===== config.mk =====
export PLATFORM = sky130hd
export DESIGN_NAME = rgp_phy
export DESIGN_NICKNAME = d
export VERILOG_FILES = /design/src/rgp_pkg.sv /design/src/rgp_phy.sv
export SDC_FILE = /design/constraint.sdc
export NUM_CORES = 1
export LEC_CHECK = 0
export BUFFER_PORTS_ARGS = -buffer_cell sky130_fd_sc_hd__clkbuf_2
export CAP_MARGIN = 25
export CORE_MARGIN = 8
export CORE_UTILIZATION = 60
export DETAILED_ROUTE_END_ITERATION = 7
export GPL_TIMING_DRIVEN = 0
export HOLD_SLACK_MARGIN = 0.02
export PLACE_DENSITY = 0.83
export SLEW_MARGIN = 40
export SYNTH_ARGS = -nofsm -noshare
export SYNTH_HDL_FRONTEND = slang
export SYNTH_SLANG_ARGS = --single-unit

===== constraint.sdc =====
create_clock -name clock -period 5.2 [get_ports clock]
set_input_delay 0.78 -clock clock [delete_from_list [all_inputs] [get_ports clock]]
set_output_delay 0.78 -clock clock [all_outputs]
set_load 0.01 [all_outputs]

===== src/rgp_pkg.sv =====
// Constants, carrier types and the half-period helper function of the reduced-pin PHY end.
// Assumes a single 100 MHz core clock and a MAC that sends TXC slow enough to sample.
`default_nettype none

package rgp_pkg;

  // ----------------------------------------------------------------------
  // Timing
  // ----------------------------------------------------------------------
  localparam int RGP_CLK_NS = 10;
  localparam int RGP_PER_1000_NS = 8;
  localparam int RGP_PER_100_NS = 40;
  localparam int RGP_PER_10_NS = 400;
  localparam int RGP_STRETCH_PERIODS = 3;

  // Half period in core cycles, rounded down and never below one cycle.
  function automatic logic [7:0] rgp_half(input int per_ns);
    int c;
    c = per_ns / (2 * RGP_CLK_NS);
    if (c < 1) begin
      c = 1;
    end
    return c[7:0];
  endfunction

  localparam logic [7:0] RGP_HALF_1000 = rgp_half(RGP_PER_1000_NS);
  localparam logic [7:0] RGP_HALF_100 = rgp_half(RGP_PER_100_NS);
  localparam logic [7:0] RGP_HALF_10 = rgp_half(RGP_PER_10_NS);
  localparam int RGP_RUN_MAX = RGP_STRETCH_PERIODS * 2 * int'(RGP_HALF_10);

  // ----------------------------------------------------------------------
  // Encodings
  // ----------------------------------------------------------------------
  localparam logic [1:0] RGP_SPD_10 = 2'h0;
  localparam logic [1:0] RGP_SPD_100 = 2'h1;
  localparam logic [1:0] RGP_SPD_1000 = 2'h2;
  localparam logic [7:0] RGP_CODE_FALSE_CARR = 8'h0e;
  localparam logic [7:0] RGP_CODE_EXT = 8'h0f;
  localparam logic [7:0] RGP_CODE_EXT_ERR = 8'h1f;
  localparam logic [7:0] RGP_CODE_CARR_SENSE = 8'hff;
  localparam logic [7:0] RGP_CNT_RST = 8'h00;
  localparam logic [3:0] RGP_NIB_RST = 4'h0;

  typedef enum logic [2:0] {
    TX_IDLE = 3'b000,
    TX_DATA = 3'b001,
    TX_ERR = 3'b010,
    TX_EXT = 3'b011,
    TX_EXT_ERR = 3'b100,
    TX_RSVD = 3'b101
  } rgp_tx_kind_t;

  typedef enum logic [2:0] {
    RX_DATA = 3'b000,
    RX_DATA_ERR = 3'b001,
    RX_FALSE_CARR = 3'b010,
    RX_EXT = 3'b011,
    RX_EXT_ERR = 3'b100,
    RX_CARR_SENSE = 3'b101
  } rgp_rx_kind_t;

  typedef struct packed {
    logic clk;
    logic [3:0] d;
    logic ctl;
  } rgp_pins_t;

  typedef struct packed {
    logic en;
    logic er;
    logic [7:0] data;
  } rgp_gmii_t;

endpackage

`default_nettype wire


===== src/rgp_phy.sv =====
// PHY end of a reduced-pin double-data-rate Ethernet link.
// Assumes TXC, TD and TX_CTL come from the MAC asynchronously and the user side is on clock.
//
// Function
// - PHY drives continuous receive clock
// - Low nibble rising edge, high falling
// - RX_CTL carries data valid on rise
// - RX_CTL falling bit is error xor valid
// - Controls taken at rise, xor at fall
// - Good frame high-high, idle low-low
// - Errored frame high then low
// - Low-high with 0F/1F is extend
// - High-low error propagation, high-high data
// - Period 8, 40 or 400 ns; gigabit RXC here runs at 20 ns, two 10 ns core cycles
// - Stretch at most three slow periods
// - All link signals are active high
// - Carrier sense FF, false carrier 0E
// - Slow speeds behave like gigabit
`default_nettype none

module rgp_phy
  import rgp_pkg::*;
(
  // Core clock and reset
  input wire logic clock,
  input wire logic rst_n,
  // Link pins from the MAC
  input wire rgp_pins_t tx_pins,
  // Link pins to the MAC
  output var rgp_pins_t rx_pins,
  // Bytes received from the MAC
  output logic tx_valid,
  output var rgp_gmii_t tx_byte,
  output var rgp_tx_kind_t tx_kind,
  // Bytes to send to the MAC
  input wire logic rx_valid,
  input wire rgp_rx_kind_t rx_kind,
  input wire logic [7:0] rx_data,
  output logic rx_ready,
  // Speed and in-band status
  input wire logic [1:0] speed,
  input wire logic link_up,
  input wire logic full_duplex
);

  // ----------------------------------------------------------------------
  // Helpers
  // ----------------------------------------------------------------------
  function automatic rgp_tx_kind_t tx_decode(input rgp_gmii_t b);
    rgp_tx_kind_t k;
    k = TX_RSVD;
    if (!b.en && !b.er) begin
      k = TX_IDLE;
    end else if (b.en && !b.er) begin
      k = TX_DATA;
    end else if (b.en && b.er) begin
      k = TX_ERR;
    end else if (b.data == RGP_CODE_EXT) begin
      k = TX_EXT;
    end else if (b.data == RGP_CODE_EXT_ERR) begin
      k = TX_EXT_ERR;
    end
    return k;
  endfunction

  function automatic rgp_gmii_t rx_encode(input rgp_rx_kind_t k, input logic [7:0] d);
    rgp_gmii_t g;
    g.en = 1'b0;
    g.er = 1'b1;
    g.data = d;
    unique case (k)
      RX_DATA: begin
        g.en = 1'b1;
        g.er = 1'b0;
      end
      RX_DATA_ERR: begin
        g.en = 1'b1;
      end
      RX_FALSE_CARR: begin
        g.data = RGP_CODE_FALSE_CARR;
      end
      RX_EXT: begin
        g.data = RGP_CODE_EXT;
      end
      RX_EXT_ERR: begin
        g.data = RGP_CODE_EXT_ERR;
      end
      RX_CARR_SENSE: begin
        g.data = RGP_CODE_CARR_SENSE;
      end
      default: begin
        g.er = 1'b0;
      end
    endcase
    return g;
  endfunction

  function automatic logic [7:0] half_sel(input logic [1:0] spd);
    logic [7:0] h;
    h = RGP_HALF_10;
    if (spd == RGP_SPD_1000) begin
      h = RGP_HALF_1000;
    end else if (spd == RGP_SPD_100) begin
      h = RGP_HALF_100;
    end
    return h;
  endfunction

  // ----------------------------------------------------------------------
  // State
  // ----------------------------------------------------------------------
  typedef struct packed {
    rgp_pins_t sy1;
    rgp_pins_t sy2;
    logic prev_clk;
    logic have_rise;
    logic [3:0] lo_nib;
    logic rise_ctl;
    logic tx_valid;
    rgp_gmii_t tx;
    rgp_tx_kind_t tx_kind;
    rgp_pins_t rx;
    logic [7:0] cnt;
    logic [7:0] half;
    rgp_gmii_t cur;
  } rgp_state_t;

  localparam rgp_pins_t PINS_RST = '{clk: 1'b0, d: RGP_NIB_RST, ctl: 1'b0};
  localparam rgp_gmii_t GMII_RST = '{en: 1'b0, er: 1'b0, data: 8'h00};

  rgp_state_t s;
  rgp_state_t next_s;
  logic [3:0] status_nib;
  logic ready;

  assign status_nib = {full_duplex, speed, link_up};
  assign ready = (s.cnt == RGP_CNT_RST) && !s.rx.clk;

  // ----------------------------------------------------------------------
  // Next state
  // ----------------------------------------------------------------------
  always_comb begin
    next_s = s;
    // Pins from the MAC pass two flops; only the second stage is read.
    next_s.sy1 = tx_pins;
    next_s.sy2 = s.sy1;
    next_s.prev_clk = s.sy2.clk;
    next_s.tx_valid = 1'b0;
    if (s.sy2.clk && !s.prev_clk) begin
      next_s.lo_nib = s.sy2.d;
      next_s.rise_ctl = s.sy2.ctl;
      next_s.have_rise = 1'b1;
    end else if (!s.sy2.clk && s.prev_clk && s.have_rise) begin
      next_s.have_rise = 1'b0;
      next_s.tx_valid = 1'b1;
      next_s.tx.en = s.rise_ctl;
      next_s.tx.er = s.rise_ctl ^ s.sy2.ctl;
      next_s.tx.data = {s.sy2.d, s.lo_nib};
      next_s.tx_kind = tx_decode('{en: s.rise_ctl, er: s.rise_ctl ^ s.sy2.ctl,
                                   data: {s.sy2.d, s.lo_nib}});
    end
    // Receive clock divider; speed is taken only at a cycle start.
    if (s.cnt != RGP_CNT_RST) begin
      next_s.cnt = s.cnt - 8'h01;
    end else if (!s.rx.clk) begin
      next_s.half = half_sel(speed);
      next_s.cnt = half_sel(speed) - 8'h01;
      next_s.rx.clk = 1'b1;
      if (rx_valid) begin
        next_s.cur = rx_encode(rx_kind, rx_data);
      end else begin
        next_s.cur = '{en: 1'b0, er: 1'b0, data: {status_nib, status_nib}};
      end
      next_s.rx.d = next_s.cur.data[3:0];
      next_s.rx.ctl = next_s.cur.en;
    end else begin
      next_s.cnt = s.half - 8'h01;
      next_s.rx.clk = 1'b0;
      next_s.rx.d = s.cur.data[7:4];
      next_s.rx.ctl = s.cur.en ^ s.cur.er;
    end
  end

  always_ff @(posedge clock) begin
    if (!rst_n) begin
      s <= '{sy1: PINS_RST, sy2: PINS_RST, prev_clk: 1'b0, have_rise: 1'b0,
             lo_nib: RGP_NIB_RST, rise_ctl: 1'b0, tx_valid: 1'b0, tx: GMII_RST,
             tx_kind: TX_IDLE, rx: PINS_RST, cnt: RGP_CNT_RST, half: RGP_HALF_10,
             cur: GMII_RST};
    end else begin
      s <= next_s;
    end
  end

  assign rx_pins = s.rx;
  assign tx_valid = s.tx_valid;
  assign tx_byte = s.tx;
  assign tx_kind = s.tx_kind;
  assign rx_ready = ready;

  logic [7:0] run;
  always_ff @(posedge clock) begin
    if (!rst_n) begin
      run <= RGP_CNT_RST;
    end else if (s.rx.clk != next_s.rx.clk) begin
      run <= RGP_CNT_RST;
    end else if (run != 8'hff) begin
      run <= run + 8'h01;
    end
  end
endmodule

`default_nettype wire


-- After elaboration in Yosys (flattened, before gate mapping)
Cells that the tools add are included.
- input bits: 24
- logic and storage cells: 80
- register bits: 65
- output and inout port bits: 21
- equality and inequality tests: 9
- $add $sub $neg: 3
- bitwise logic cells: 6
- reductions and logical operators: 21
- multiplexer cells: 18
- operators with widths (cell ; number):
    $mux 8 ; 4
    $pmux 8 s4 ; 1
    $mux 14 ; 2
    $sub 8x1->8 const B ; 3
    $mux 3 ; 4
    $mux 10 ; 1
    $eq 8x4->1 const B ; 1
    $eq 8x5->1 const B ; 1
    $logic_not 8->1 ; 1
    $reduce_bool 8->1 ; 1
    $logic_and 1x1->1 ; 7
    $eq 3x2->1 const B ; 2
    $eq 3x3->1 const B ; 2
    $logic_not 1->1 ; 5
    $mux 1 ; 5
    $mux 5 ; 1
    $reduce_or 5->1 ; 1
    $not 1->1 ; 4
    $reduce_and 2->1 ; 2
    $reduce_or 2->1 ; 2
    $eq 3x1->1 const B ; 1
    $logic_not 3->1 ; 1
    $eq 2x1->1 const B ; 1
    $eq 2x2->1 const B ; 1
    2 further kinds ; 3

-- Depth between registers and ports, before layout
Gate-level depths: netlist of the first run.
- word-level depth: 8
- gate-level depth with buffers: 9
- mapped depth without buffers: 8

-- Least setup slack after synthesis of the first run
Ideal clock, no wire load.
- path type: register -> register
- start: reg s[21] (netlist bit)
- end: reg s[20] (netlist bit)
- path slack: 2.921 ns
- required time: 5.085 ns
- data arrival time: 2.164 ns
- setup time: 0.115 ns
- buffers on the path: 2
- stages on the path, launching flop included: 9
- clock period less this slack: 2.279 ns
- path through: dfxtp_1 > or4_1 > buf_2 > nor3_1 > buf_2 > a21oi_1 > ha_1 > or3_1 > and3_1
- word-level cells in the longest chain between the ends: 2
- RTL lines (what ; line ; RTL):
    from (decl) ; rgp_phy.sv:131 ; rgp_state_t s;
    from (signal assigned) ; rgp_phy.sv:186 ; s <= '{sy1: PINS_RST, sy2: PINS_RST, prev_clk: 1'b0, have_rise: 1'b0,
    from (signal assigned) ; rgp_phy.sv:191 ; s <= next_s;
    $reduce_bool 8->1 ; rgp_phy.sv:163 ; if (s.cnt != RGP_CNT_RST) begin
    $mux 8 ; rgp_phy.sv:163 ;
No other way between the ends.
A chain may end at the register's enable or synchronous reset.

-- Worst setup path in the final report of the first run
- start: reg s[21] (netlist bit)
- end: out rx_ready
- word-level cells in the longest chain between the ends: 2
- RTL lines (what ; line ; RTL):
    $logic_not 8->1 ; rgp_phy.sv:137 ; assign ready = (s.cnt == RGP_CNT_RST) && !s.rx.clk;
    $logic_and 1x1->1 ; rgp_phy.sv:137 ;
    to (decl) ; rgp_phy.sv:39 ; output logic rx_ready,
No other way between the ends.

==> flow_summary.json, run 1 <==
{
  "slew_headroom_pct": 62.05,
  "port_buffers": 41,
  "report.final.slew_viol_count": 0,
  "fin_area_sq_mm": 0.003003,
  "synth_top_family_by_area": "simple AND/OR/NAND/NOR gates",
  "end_kind": "output port",
  "start_kind": "flip-flop",
  "dr.pass1.iters": 4,
  "yosys.area_share.adder_pct": 2.844,
  "drt_iter0_markers": 157,
  "synth_mux_area_share_pct": 5.924,
  "grt_pass1_wl_microns": 8942,
  "crit_arrival_ns": 2.01,
  "finalSetupViolCount": 0,
  "synth-xor-area-share_pct": 0.9953,
  "seqPwrFrac_pct": 47.1,
  "post-place-ws_ns": 2.659,
  "min-delay-path-class": "flip-flop to flip-flop",
  "outcome": "completed",
  "p_sw_uw": 355.9,
  "yosysWarnings": 0,
  "synth_seq_cells": 56,
  "setup_ws_ns": 2.409,
  "dpl.hpwl_microns": 4003,
  "wl_microns": 5216,
  "fin_tns_setup_ns": 0,
  "clkSlewWorstSetupHoldPaths_ns": 0.09,
  "ys.flop_type": "dfxtp_1",
  "route.vias.total": 2084,
  "fill_cells": 354,
  "yosys.area.top_type": "dfxtp_1",
  "ff2ff_setup_slack_ns": 2.63,
  "dieArea_sq_mm": 0.006778,
  "synthTopCellsByArea": "dfxtp_1 (42%), buf_4 (5.4%), nand2_1 (5.1%)",
  "ys_types": 49,
  "worst_ep_required_time_ns": 4.42,
  "cts_root_buf": "clkbuf_8",
  "maxCapViolCount": 0,
  "start_util_pct": 61.48,
  "grt_pass1_vias": 1995,
  "skew_ns": 0.007313,
  "avgSynthCellArea_sq_um": 9.104,
  "drive_gt1_share_pct": 25.96,
  "cts_sinks": 56,
  "cts.repair.resized": 0,
  "regArea_sq_mm": 0.001121,
  "power_density_mw_per_mm2": 375.0,
  "core_area_sq_mm": 0.004294,
  "synth_top_cell_area_share_pct": 42.46,
  "synthesis.instances": 290,
  "dp_cells": 383,
  "place.gp.congestion": 0.9225,
  "area_growth_pct": 13.74,
  "worstSetupPathType": "flip-flop to output port",
  "wl_per_cell_microns": 13.34,
  "insertion_delay_ns": 0.31,
  "multi_input_area_sq_mm": 0.001226,
  "cts_hold_buffers": 0,
  "yosysSeqAreaShare_pct": 42.46,
  "fin_cells": 391,
  "pwr-share-clk_pct": 21.2,
  "syn_area_sq_mm": 0.002640,
  "ioPinCount": 45,
  "grt-ovfl-total": 0,
  "ant_nets": 0,
  "htree_levels": 2,
  "hold_viol": 0,
  "max_freq_mhz": 358.2,
  "post-route-min-period_ns": 2.791,
  "rows": 24,
  "synth_edf_count": 0,
  "async_flop_share_pct": 0,
  "switching_share_pct": 31.61,
  "cts_tree": "yes",
  "total_power_mw": 1.126,
  "synth_compound_area_share_pct": 14.27,
  "die_w_microns": 82.33,
  "fin_crit_sh_pct": 53.68,
  "drc_errors": 0,
  "power_frac_comb_pct": 31.6,
  "crit_fanout": 10,
  "yosysMostFrequentCell": "dfxtp_1",
  "die_h_microns": 82.33,
  "placed_cell_area_sq_mm": 0.002910,
  "ys_top_cells_by_count": "dfxtp_1 (56), nand2_1 (36), buf_4 (19)",
  "vias_per_cell": 5.330,
  "clockBufferDepth": 2,
  "synth-simple-area-share_pct": 22.42,
  "intPower_uw": 770.2,
  "numCtsBuffers": 5,
  "antenna_found_initial": 0,
  "layout.nets": 368,
  "tightest_slew_ns": 0.5640,
  "power_leakage_nw": 1.263,
  "grt_usage_pct": 16.79,
  "diodes": 0,
  "grt_max_degree": 17,
  "postCtsSetupBuffers": 0,
  "syn_nets": 320,
  "rsz0062_at_grt": "no",
  "vdd_drop_max_mv": 0.2615
}
## per-layer routing
metal	routed length [microns]	share of wire (%)	global-route usage [%]
met1	2397	46	20.64
met2	2534	49	28.66
met3	226	4.3	3.788
met4	58	1.1	4.737
met5	0	0	0
## through the flow
step | util (%) | hold WS [ns]
2_1_floorplan | - | 0.4119
3_3_place_gp | 67.77 | 0.4136
3_5_place_dp | 67.77 | 0.4184
4_1_cts | 69.93 | 0.4380
5_1_grt | 69.93 | 0.4556
6_report | 69.93 | 0.4382
## final timing paths
path                                 start  depth (start not counted)        to
worst min register to register  next_s[55]                          1     s[55]
worst max-delay path                 s[21]                          5  rx_ready
worst max register to register       s[21]                          8     s[20]
worst min-delay path            next_s[55]                          1     s[55]
## cell families (layout without fill, tap and decap cells)
kind of cell / Yosys count / after routing
simple gates: 107 / 107
flops: 56 / 56
compound gates: 55 / 55
buf+inv: 48 / 97
mux: 15 / 15
fa+ha+maj: 6 / 6
xor+xnor: 3 / 3
## registers in the layout, indices dropped and copies added (netlist names)
name      count
next_s        7
rx_pins       6
tx_byte      10
s            29
tx_valid      1
tx_kind       3
## power groups by stage
stage	registers, mW	clock network (mW)	logic [mW]
final	0.531	0.239	0.356
after global routing	0.538	0.263	0.393
after detailed placement	0.540	0	0.355
after floorplan	0.528	0	0.280
after CTS	0.530	0.243	0.357
after global placement	0.537	0	0.347
## placed cells by master (no fill, tap or decap), types with 2 or more instances in the layout
cell type,n
a21boi_0,13
a21oi_1,10
a221oi_1,3
a311oi_1,2
and2_1,17
buf_2,3
buf_4,19
buf_6,4
clkbuf_1,10
clkbuf_2,41
clkbuf_4,2
clkbuf_8,6
clkinv_2,2
dfxtp_1,56
ha_1,6
inv_1,10
mux2_2,5
mux2i_1,10
nand2_1,36
nand2b_1,5
nand3_1,4
nor2_1,6
nor2b_1,12
nor3_1,5
nor4_1,6
o211a_1,2
o21a_1,2
o21ai_0,13
o22ai_1,2
or3_1,4
xnor2_1,2
## critical path: stages (launching register included)
cell      delay (ns)
dfxtp_1         0.35
or4_1           0.51
buf_2           0.17
nor4_4          0.33
buf_6           0.21
clkbuf_2        0.14
## area by class of cell
cell class              instances  share of cell area (%)
plain buffers                  38                   8.500
clock buffers                   6                   2.750
clock inverters                 2                  0.3333
inverters                      10                   1.250
multi-input cells             186                   40.83
flip-flops and latches         56                   37.33
well taps                      52                   2.167
repair buffers                 41                   6.833
Note: power is estimated with default switching activity, not from simulation.
==> run 2: changes to the inputs <==
--- a/config.mk
+++ b/config.mk
@@ -5,14 +5,15 @@
 export SDC_FILE = /design/constraint.sdc
 export NUM_CORES = 1
 export LEC_CHECK = 0
+export ABC_AREA = 1
 export BUFFER_PORTS_ARGS = -buffer_cell sky130_fd_sc_hd__clkbuf_2
 export CAP_MARGIN = 25
 export CORE_MARGIN = 8
-export CORE_UTILIZATION = 60
+export CORE_UTILIZATION = 55
 export DETAILED_ROUTE_END_ITERATION = 7
 export GPL_TIMING_DRIVEN = 0
 export HOLD_SLACK_MARGIN = 0.02
-export PLACE_DENSITY = 0.83
+export PLACE_DENSITY = 0.78
 export SLEW_MARGIN = 40
 export SYNTH_ARGS = -nofsm -noshare
 export SYNTH_HDL_FRONTEND = slang
==> constraint.sdc (replaced) <==
create_clock -name clock -period 2.7 [get_ports clock]
set_input_delay 0.405 -clock clock [delete_from_list [all_inputs] [get_ports clock]]
set_output_delay 0.405 -clock clock [all_outputs]
set_load 0.01 [all_outputs]
==> flow_summary.json, run 2 <==
{
  "outcome": "completed",
  "cts_tree": "yes",
  "power_leakage_nw": 1.574,
  "yosys.area_share.adder_pct": 2.901,
  "rows": 25,
  "grt_pass1_wl_microns": 9273,
  "place.gp.congestion": 0.8618,
  "grt_usage_pct": 15.60,
  "die_h_microns": 84.59,
  "drc_errors": 0,
  "vdd_drop_max_mv": 0.4210,
  "route.vias.total": 2185,
  "met1_usage_pct": 19.10,
  "clockBufferDepth": 2,
  "synth_edf_count": 0,
  "setup_ws_ns": 0.6357,
  "worstSetupPathType": "flip-flop to output port",
  "drive_gt1_share_pct": 23.23,
  "yosysSeqAreaShare_pct": 43.33,
  "synth_mux_area_share_pct": 0,
  "start_kind": "flip-flop",
  "rsz0062_at_grt": "no",
  "synth-xor-area-share_pct": 0.3385,
  "post-place-ws_ns": 0.7395,
  "synth_compound_area_share_pct": 12.33,
  "crit_arrival_ns": 1.66,
  "postCtsSetupBuffers": 0,
  "htree_levels": 2,
  "port_buffers": 43,
  "max_freq_mhz": 484.4,
  "grt_use_met2_pct": 25.20,
  "report.final.slew_viol_count": 0,
  "synth_top_cell_area_share_pct": 43.33,
  "cts_root_buf": "clkbuf_8",
  "cts_sinks": 56,
  "crit_slowest_cell": "dfxtp_1",
  "area_growth_pct": 14.27,
  "grt_pass1_vias": 2141,
  "antenna_found_initial": 0,
  "ys_types": 38,
  "mostFrequentLayoutCell": "nand2_1",
  "dr.pass1.iters": 4,
  "dpl.hpwl_microns": 3944,
  "slowest_delay_ns": 0.34,
  "crit_fanout": 10,
  "synth_top_family_by_area": "simple AND/OR/NAND/NOR gates",
  "power_density_mw_per_mm2": 852.7,
  "fill_cells": 414,
  "synthTopCellsByArea": "dfxtp_1 (43%), nand2_1 (9.7%), nor2_1 (7.5%)",
  "cts_hold_buffers": 0,
  "met3_usage_pct": 4.098,
  "final_cell_mix": "nand2_1 (67), dfxtp_1 (56), nor2_1 (52)",
  "worst_r2r_path_depth": 9,
  "ys.flop_type": "dfxtp_1",
  "worst_ep_required_time_ns": 2.30,
  "insertion_delay_ns": 0.32,
  "grt_max_degree": 18,
  "ioPinCount": 45,
  "syn_area_sq_mm": 0.002587,
  "numCtsBuffers": 5,
  "yosysWarnings": 0,
  "yosys.area.top_type": "dfxtp_1",
  "post-route-min-period_ns": 2.064,
  "fin_crit_sh_pct": 76.46,
  "core_area_sq_mm": 0.004629,
  "die_w_microns": 84.59,
  "min-delay-path-class": "input pin to flip-flop",
  "wl_microns": 5277,
  "grt-ovfl-total": 0,
  "end_kind": "output port",
  "hold_viol": 0,
  "post-route-util_pct": 63.86,
  "regMostFlops": "s",
  "yosysMostFrequentCell": "nand2_1",
  "busiest_layer": "met2",
  "drt_iter0_markers": 91,
  "maxCapViolCount": 0,
  "diodes": 0,
  "dieArea_sq_mm": 0.007155,
  "layout.nets": 425,
  "path_cells": "nor2_1 -> nand2_2 -> nor2_8 -> inv_6 -> nor2_8 -> buf_8 -> clkbuf_2",
  "synth-simple-area-share_pct": 26.45,
  "async_flop_share_pct": 0,
  "start_util_pct": 55.89,
  "avgSynthCellArea_sq_um": 7.500,
  "synth_seq_cells": 56,
  "ys_top_cells_by_count": "nand2_1 (67), dfxtp_1 (56), nor2_1 (52)",
  "slew_headroom_pct": 64.83,
  "syn_nets": 375,
  "cts.repair.resized": 0,
  "crit_top_cell": "nor2_8",
  "min_path_cells": 3,
  "wl_per_cell_microns": 11.73,
  "fin_tns_setup_ns": 0,
  "vias_per_cell": 4.856,
  "skew_ns": 0.01550,
  "synthesis.instances": 345,
  "ant_nets": 0,
  "clkSlewWorstSetupHoldPaths_ns": 0.09,
  "finalSetupViolCount": 0,
  "tightest_slew_ns": 0.5275,
  "largest_reg_flops": 29
}
-- run 2: final timing paths --
kind                            slack (ns)    endpoint  startpoint
worst max-delay path                  0.64    rx_ready       s[21]
worst min-delay path                  0.27  next_s[56]  tx_pins[3]
worst max register to register        0.95       s[22]  rx_pins[5]
worst min register to register        0.42       s[56]  next_s[56]
-- run 2: cell type report --
type	count	area (sq um)	area share, %
inverters	45	176.4	5.967
repair buffers	43	215.2	7.279
flip-flops and latches	56	1121	37.92
well taps	54	67.56	2.285
clock inverters	2	13.76	0.4655
plain buffers	30	202.7	6.856
clock buffers	6	72.57	2.455
multi-input cells	214	1087	36.78
-- run 2: report_power, final --
| group | total, mW | internal, mW | switching (mW) |
|---|---|---|---|
| Combinational | 0.988 | 0.388 | 0.600 |
| Sequential | 1.07 | 0.982 | 0.0917 |
| Clock | 0.459 | 0.186 | 0.274 |
-- run 2: through the flow --
| stage | hold slack [ns] | instances | power [mW] | instance area, sq um |
|---|---|---|---|---|
| after global routing | 0.2739 | 450 | 2.700 | 2957 |
| after CTS | 0.2663 | 450 | 2.529 | 2957 |
| after global placement | 0.3953 | 442 | 2.048 | 2870 |
| after floorplan | 0.3905 | 345 | 1.865 | 2587 |
| after detailed placement | 0.4006 | 442 | 2.072 | 2870 |
| final | 0.2733 | 450 | 2.521 | 2957 |
-- run 2: cell families after synthesis --
group           after synthesis
fa+ha+maj                     6
buf+inv                      75
compound gates               55
flops                        56
xor+xnor                      1
simple gates                152
-- run 2: critical path, delay by kind of cell, from the launching register on --
kind / cells / cell delay, ns
flops: 1 / 0.34
buf+inv: 3 / 0.39
simple gates: 4 / 0.63
-- run 2: layer usage --
metal / wire length, microns / part of all wire [%]
met4: 103 / 2.0
met3: 259 / 4.9
met2: 2355 / 45
met5: 0 / 0
met1: 2559 / 48
==> run 3: changes to the inputs <==
==> constraint.sdc (replaced) <==
create_clock -name clock -period 2.05 [get_ports clock]
set_input_delay 0.3075 -clock clock [delete_from_list [all_inputs] [get_ports clock]]
set_output_delay 0.3075 -clock clock [all_outputs]
set_load 0.01 [all_outputs]
==> flow_summary.json, run 3 (same netlist as run 2, synthesis figures left out) <==
{
  "outcome": "completed",
  "max_freq_mhz": 519.9,
  "grt-ovfl-total": 0,
  "crit_family": "simple AND/OR/NAND/NOR gates",
  "rsz0062_at_grt": "no",
  "clkSlewWorstSetupHoldPaths_ns": 0.10,
  "fill_cells": 414,
  "rows": 25,
  "cts_tree": "yes",
  "fin_tns_setup_ns": 0,
  "power_leakage_nw": 1.584,
  "regArea_sq_mm": 0.001121,
  "tightest_slew_ns": 0.5385,
  "power_density_mw_per_mm2": 1129,
  "met1_usage_pct": 19.10,
  "report.final.slew_viol_count": 0,
  "intPower_mw": 2.077,
  "core_area_sq_mm": 0.004629,
  "drt_iter0_markers": 93,
  "place.gp.congestion": 0.8618,
  "numCtsBuffers": 5,
  "finalSetupViolCount": 0,
  "clockBufferDepth": 2,
  "skew_ns": 0.01558,
  "route.vias.total": 2212,
  "maxCapViolCount": 0,
  "vias_per_cell": 4.894,
  "die_w_microns": 84.59,
  "worst_ep_required_time_ns": 1.74,
  "post-route-min-period_ns": 1.924,
  "drc_errors": 0,
  "cts_root_buf": "clkbuf_8",
  "power_frac_comb_pct": 39.8,
  "dr.pass1.iters": 4,
  "seqPwrFrac_pct": 42.2,
  "hold_viol": 0,
  "slew_headroom_pct": 64.10,
  "start_kind": "flip-flop",
  "grt_max_degree": 18,
  "wl_microns": 5294,
  "cp.depth": 7,
  "grt_use_met2_pct": 25.20,
  "cts_hold_buffers": 0,
  "wl_per_cell_microns": 11.71,
  "busiest_layer": "met2",
  "end_kind": "output port",
  "grt_usage_pct": 15.60,
  "grt_pass1_vias": 2141,
  "antenna_found_initial": 0,
  "pwr-share-clk_pct": 18.0,
  "regMostFlops": "s",
  "ant_nets": 0,
  "met3_usage_pct": 4.098,
  "min-delay-path-class": "input pin to flip-flop",
  "crit_top_cell": "nor2_8",
  "final_cell_mix": "nand2_1 (67), dfxtp_1 (56), nor2_1 (52)",
  "ioPinCount": 45,
  "cts_sinks": 56,
  "drive_gt1_share_pct": 23.62,
  "path_buf_inv": 3,
  "path_cells": "nor2_2 -> nand2_2 -> nor2_8 -> inv_6 -> nor2_8 -> buf_8 -> clkbuf_2",
  "dieArea_sq_mm": 0.007155,
  "insertion_delay_ns": 0.32,
  "crit_fanout": 10,
  "switching_share_pct": 38.09,
  "cts.repair.resized": 0,
  "worst_r2r_path_depth": 9,
  "mostFrequentLayoutCell": "nand2_1",
  "htree_levels": 2,
  "slowest_delay_ns": 0.33,
  "min_path_cells": 3,
  "crit_arrival_ns": 1.62,
  "fin_crit_sh_pct": 93.83,
  "p_sw_mw": 1.278,
  "postCtsSetupBuffers": 0,
  "vdd_drop_max_mv": 0.5654,
  "multi_input_area_sq_mm": 0.001087,
  "start_util_pct": 55.89,
  "worstSetupPathType": "flip-flop to output port",
  "crit_slowest_cell": "dfxtp_1",
  "port_buffers": 43,
  "area_growth_pct": 14.85,
  "diodes": 0,
  "dpl.hpwl_microns": 3944,
  "die_h_microns": 84.59,
  "layout.nets": 427,
  "largest_reg_flops": 29,
  "grt_pass1_wl_microns": 9273,
  "total_power_mw": 3.354
}
-- run 3: routing by layer --
layer  wire [microns]  vias to the layer above
met3              242                        8
met5                0                        -
met2             2359                       55
li1                 -                     1168
met4              109                        0
met1             2583                      981
-- run 3: worst paths after layout --
path / endpoint / slack [ns] / startpoint
setup / recovery: rx_ready / 0.13 / s[23]
hold / removal: next_s[56] / 0.18 / tx_pins[3]
setup reg to reg: s[22] / 0.22 / s[24]
hold reg to reg: s[56] / 0.42 / next_s[56]
-- run 3: layout make-up --
cell class                 count  area share (%)
tap                           54           2.274
buffer                        30           6.821
sequential                    56           37.73
multi-input combinational    214           36.59
clock inverter                 2          0.4632
clock buffer                   6           2.442
inverter                      45           5.937
timing repair buffer          45           7.747
-- run 3: through the flow --
step / cell area (sq um) / instances / hold WS, ns / utilization [%] / setup slack [ns]
global placement: 2870 / 442 / 0.3953 / 62.00 / 0.2136
finish: 2972 / 452 / 0.1757 / 64.19 / 0.1265
floorplan: 2587 / 345 / 0.3905 / - / 0.4994
global route: 2972 / 452 / 0.1764 / 64.19 / 0.01730
detailed placement: 2870 / 442 / 0.4006 / 62.00 / 0.1870
CTS: 2957 / 450 / 0.1688 / 63.86 / 0.06151
-- run 3: tightest hold or removal path, delay by kind of cell --
kind	cells	cell delay [ns]
and+or+nand+nor	1	0.04
buffers and inverters	2	0.11
-- run 3: power groups by stage --
stage | combinational [mW] | clock, mW | sequential [mW]
floorplan | 1.05 | 0 | 1.41
global placement | 1.27 | 0 | 1.43
detailed placement | 1.29 | 0 | 1.43
CTS | 1.30 | 0.617 | 1.41
global route | 1.49 | 0.658 | 1.44
finish | 1.34 | 0.604 | 1.42
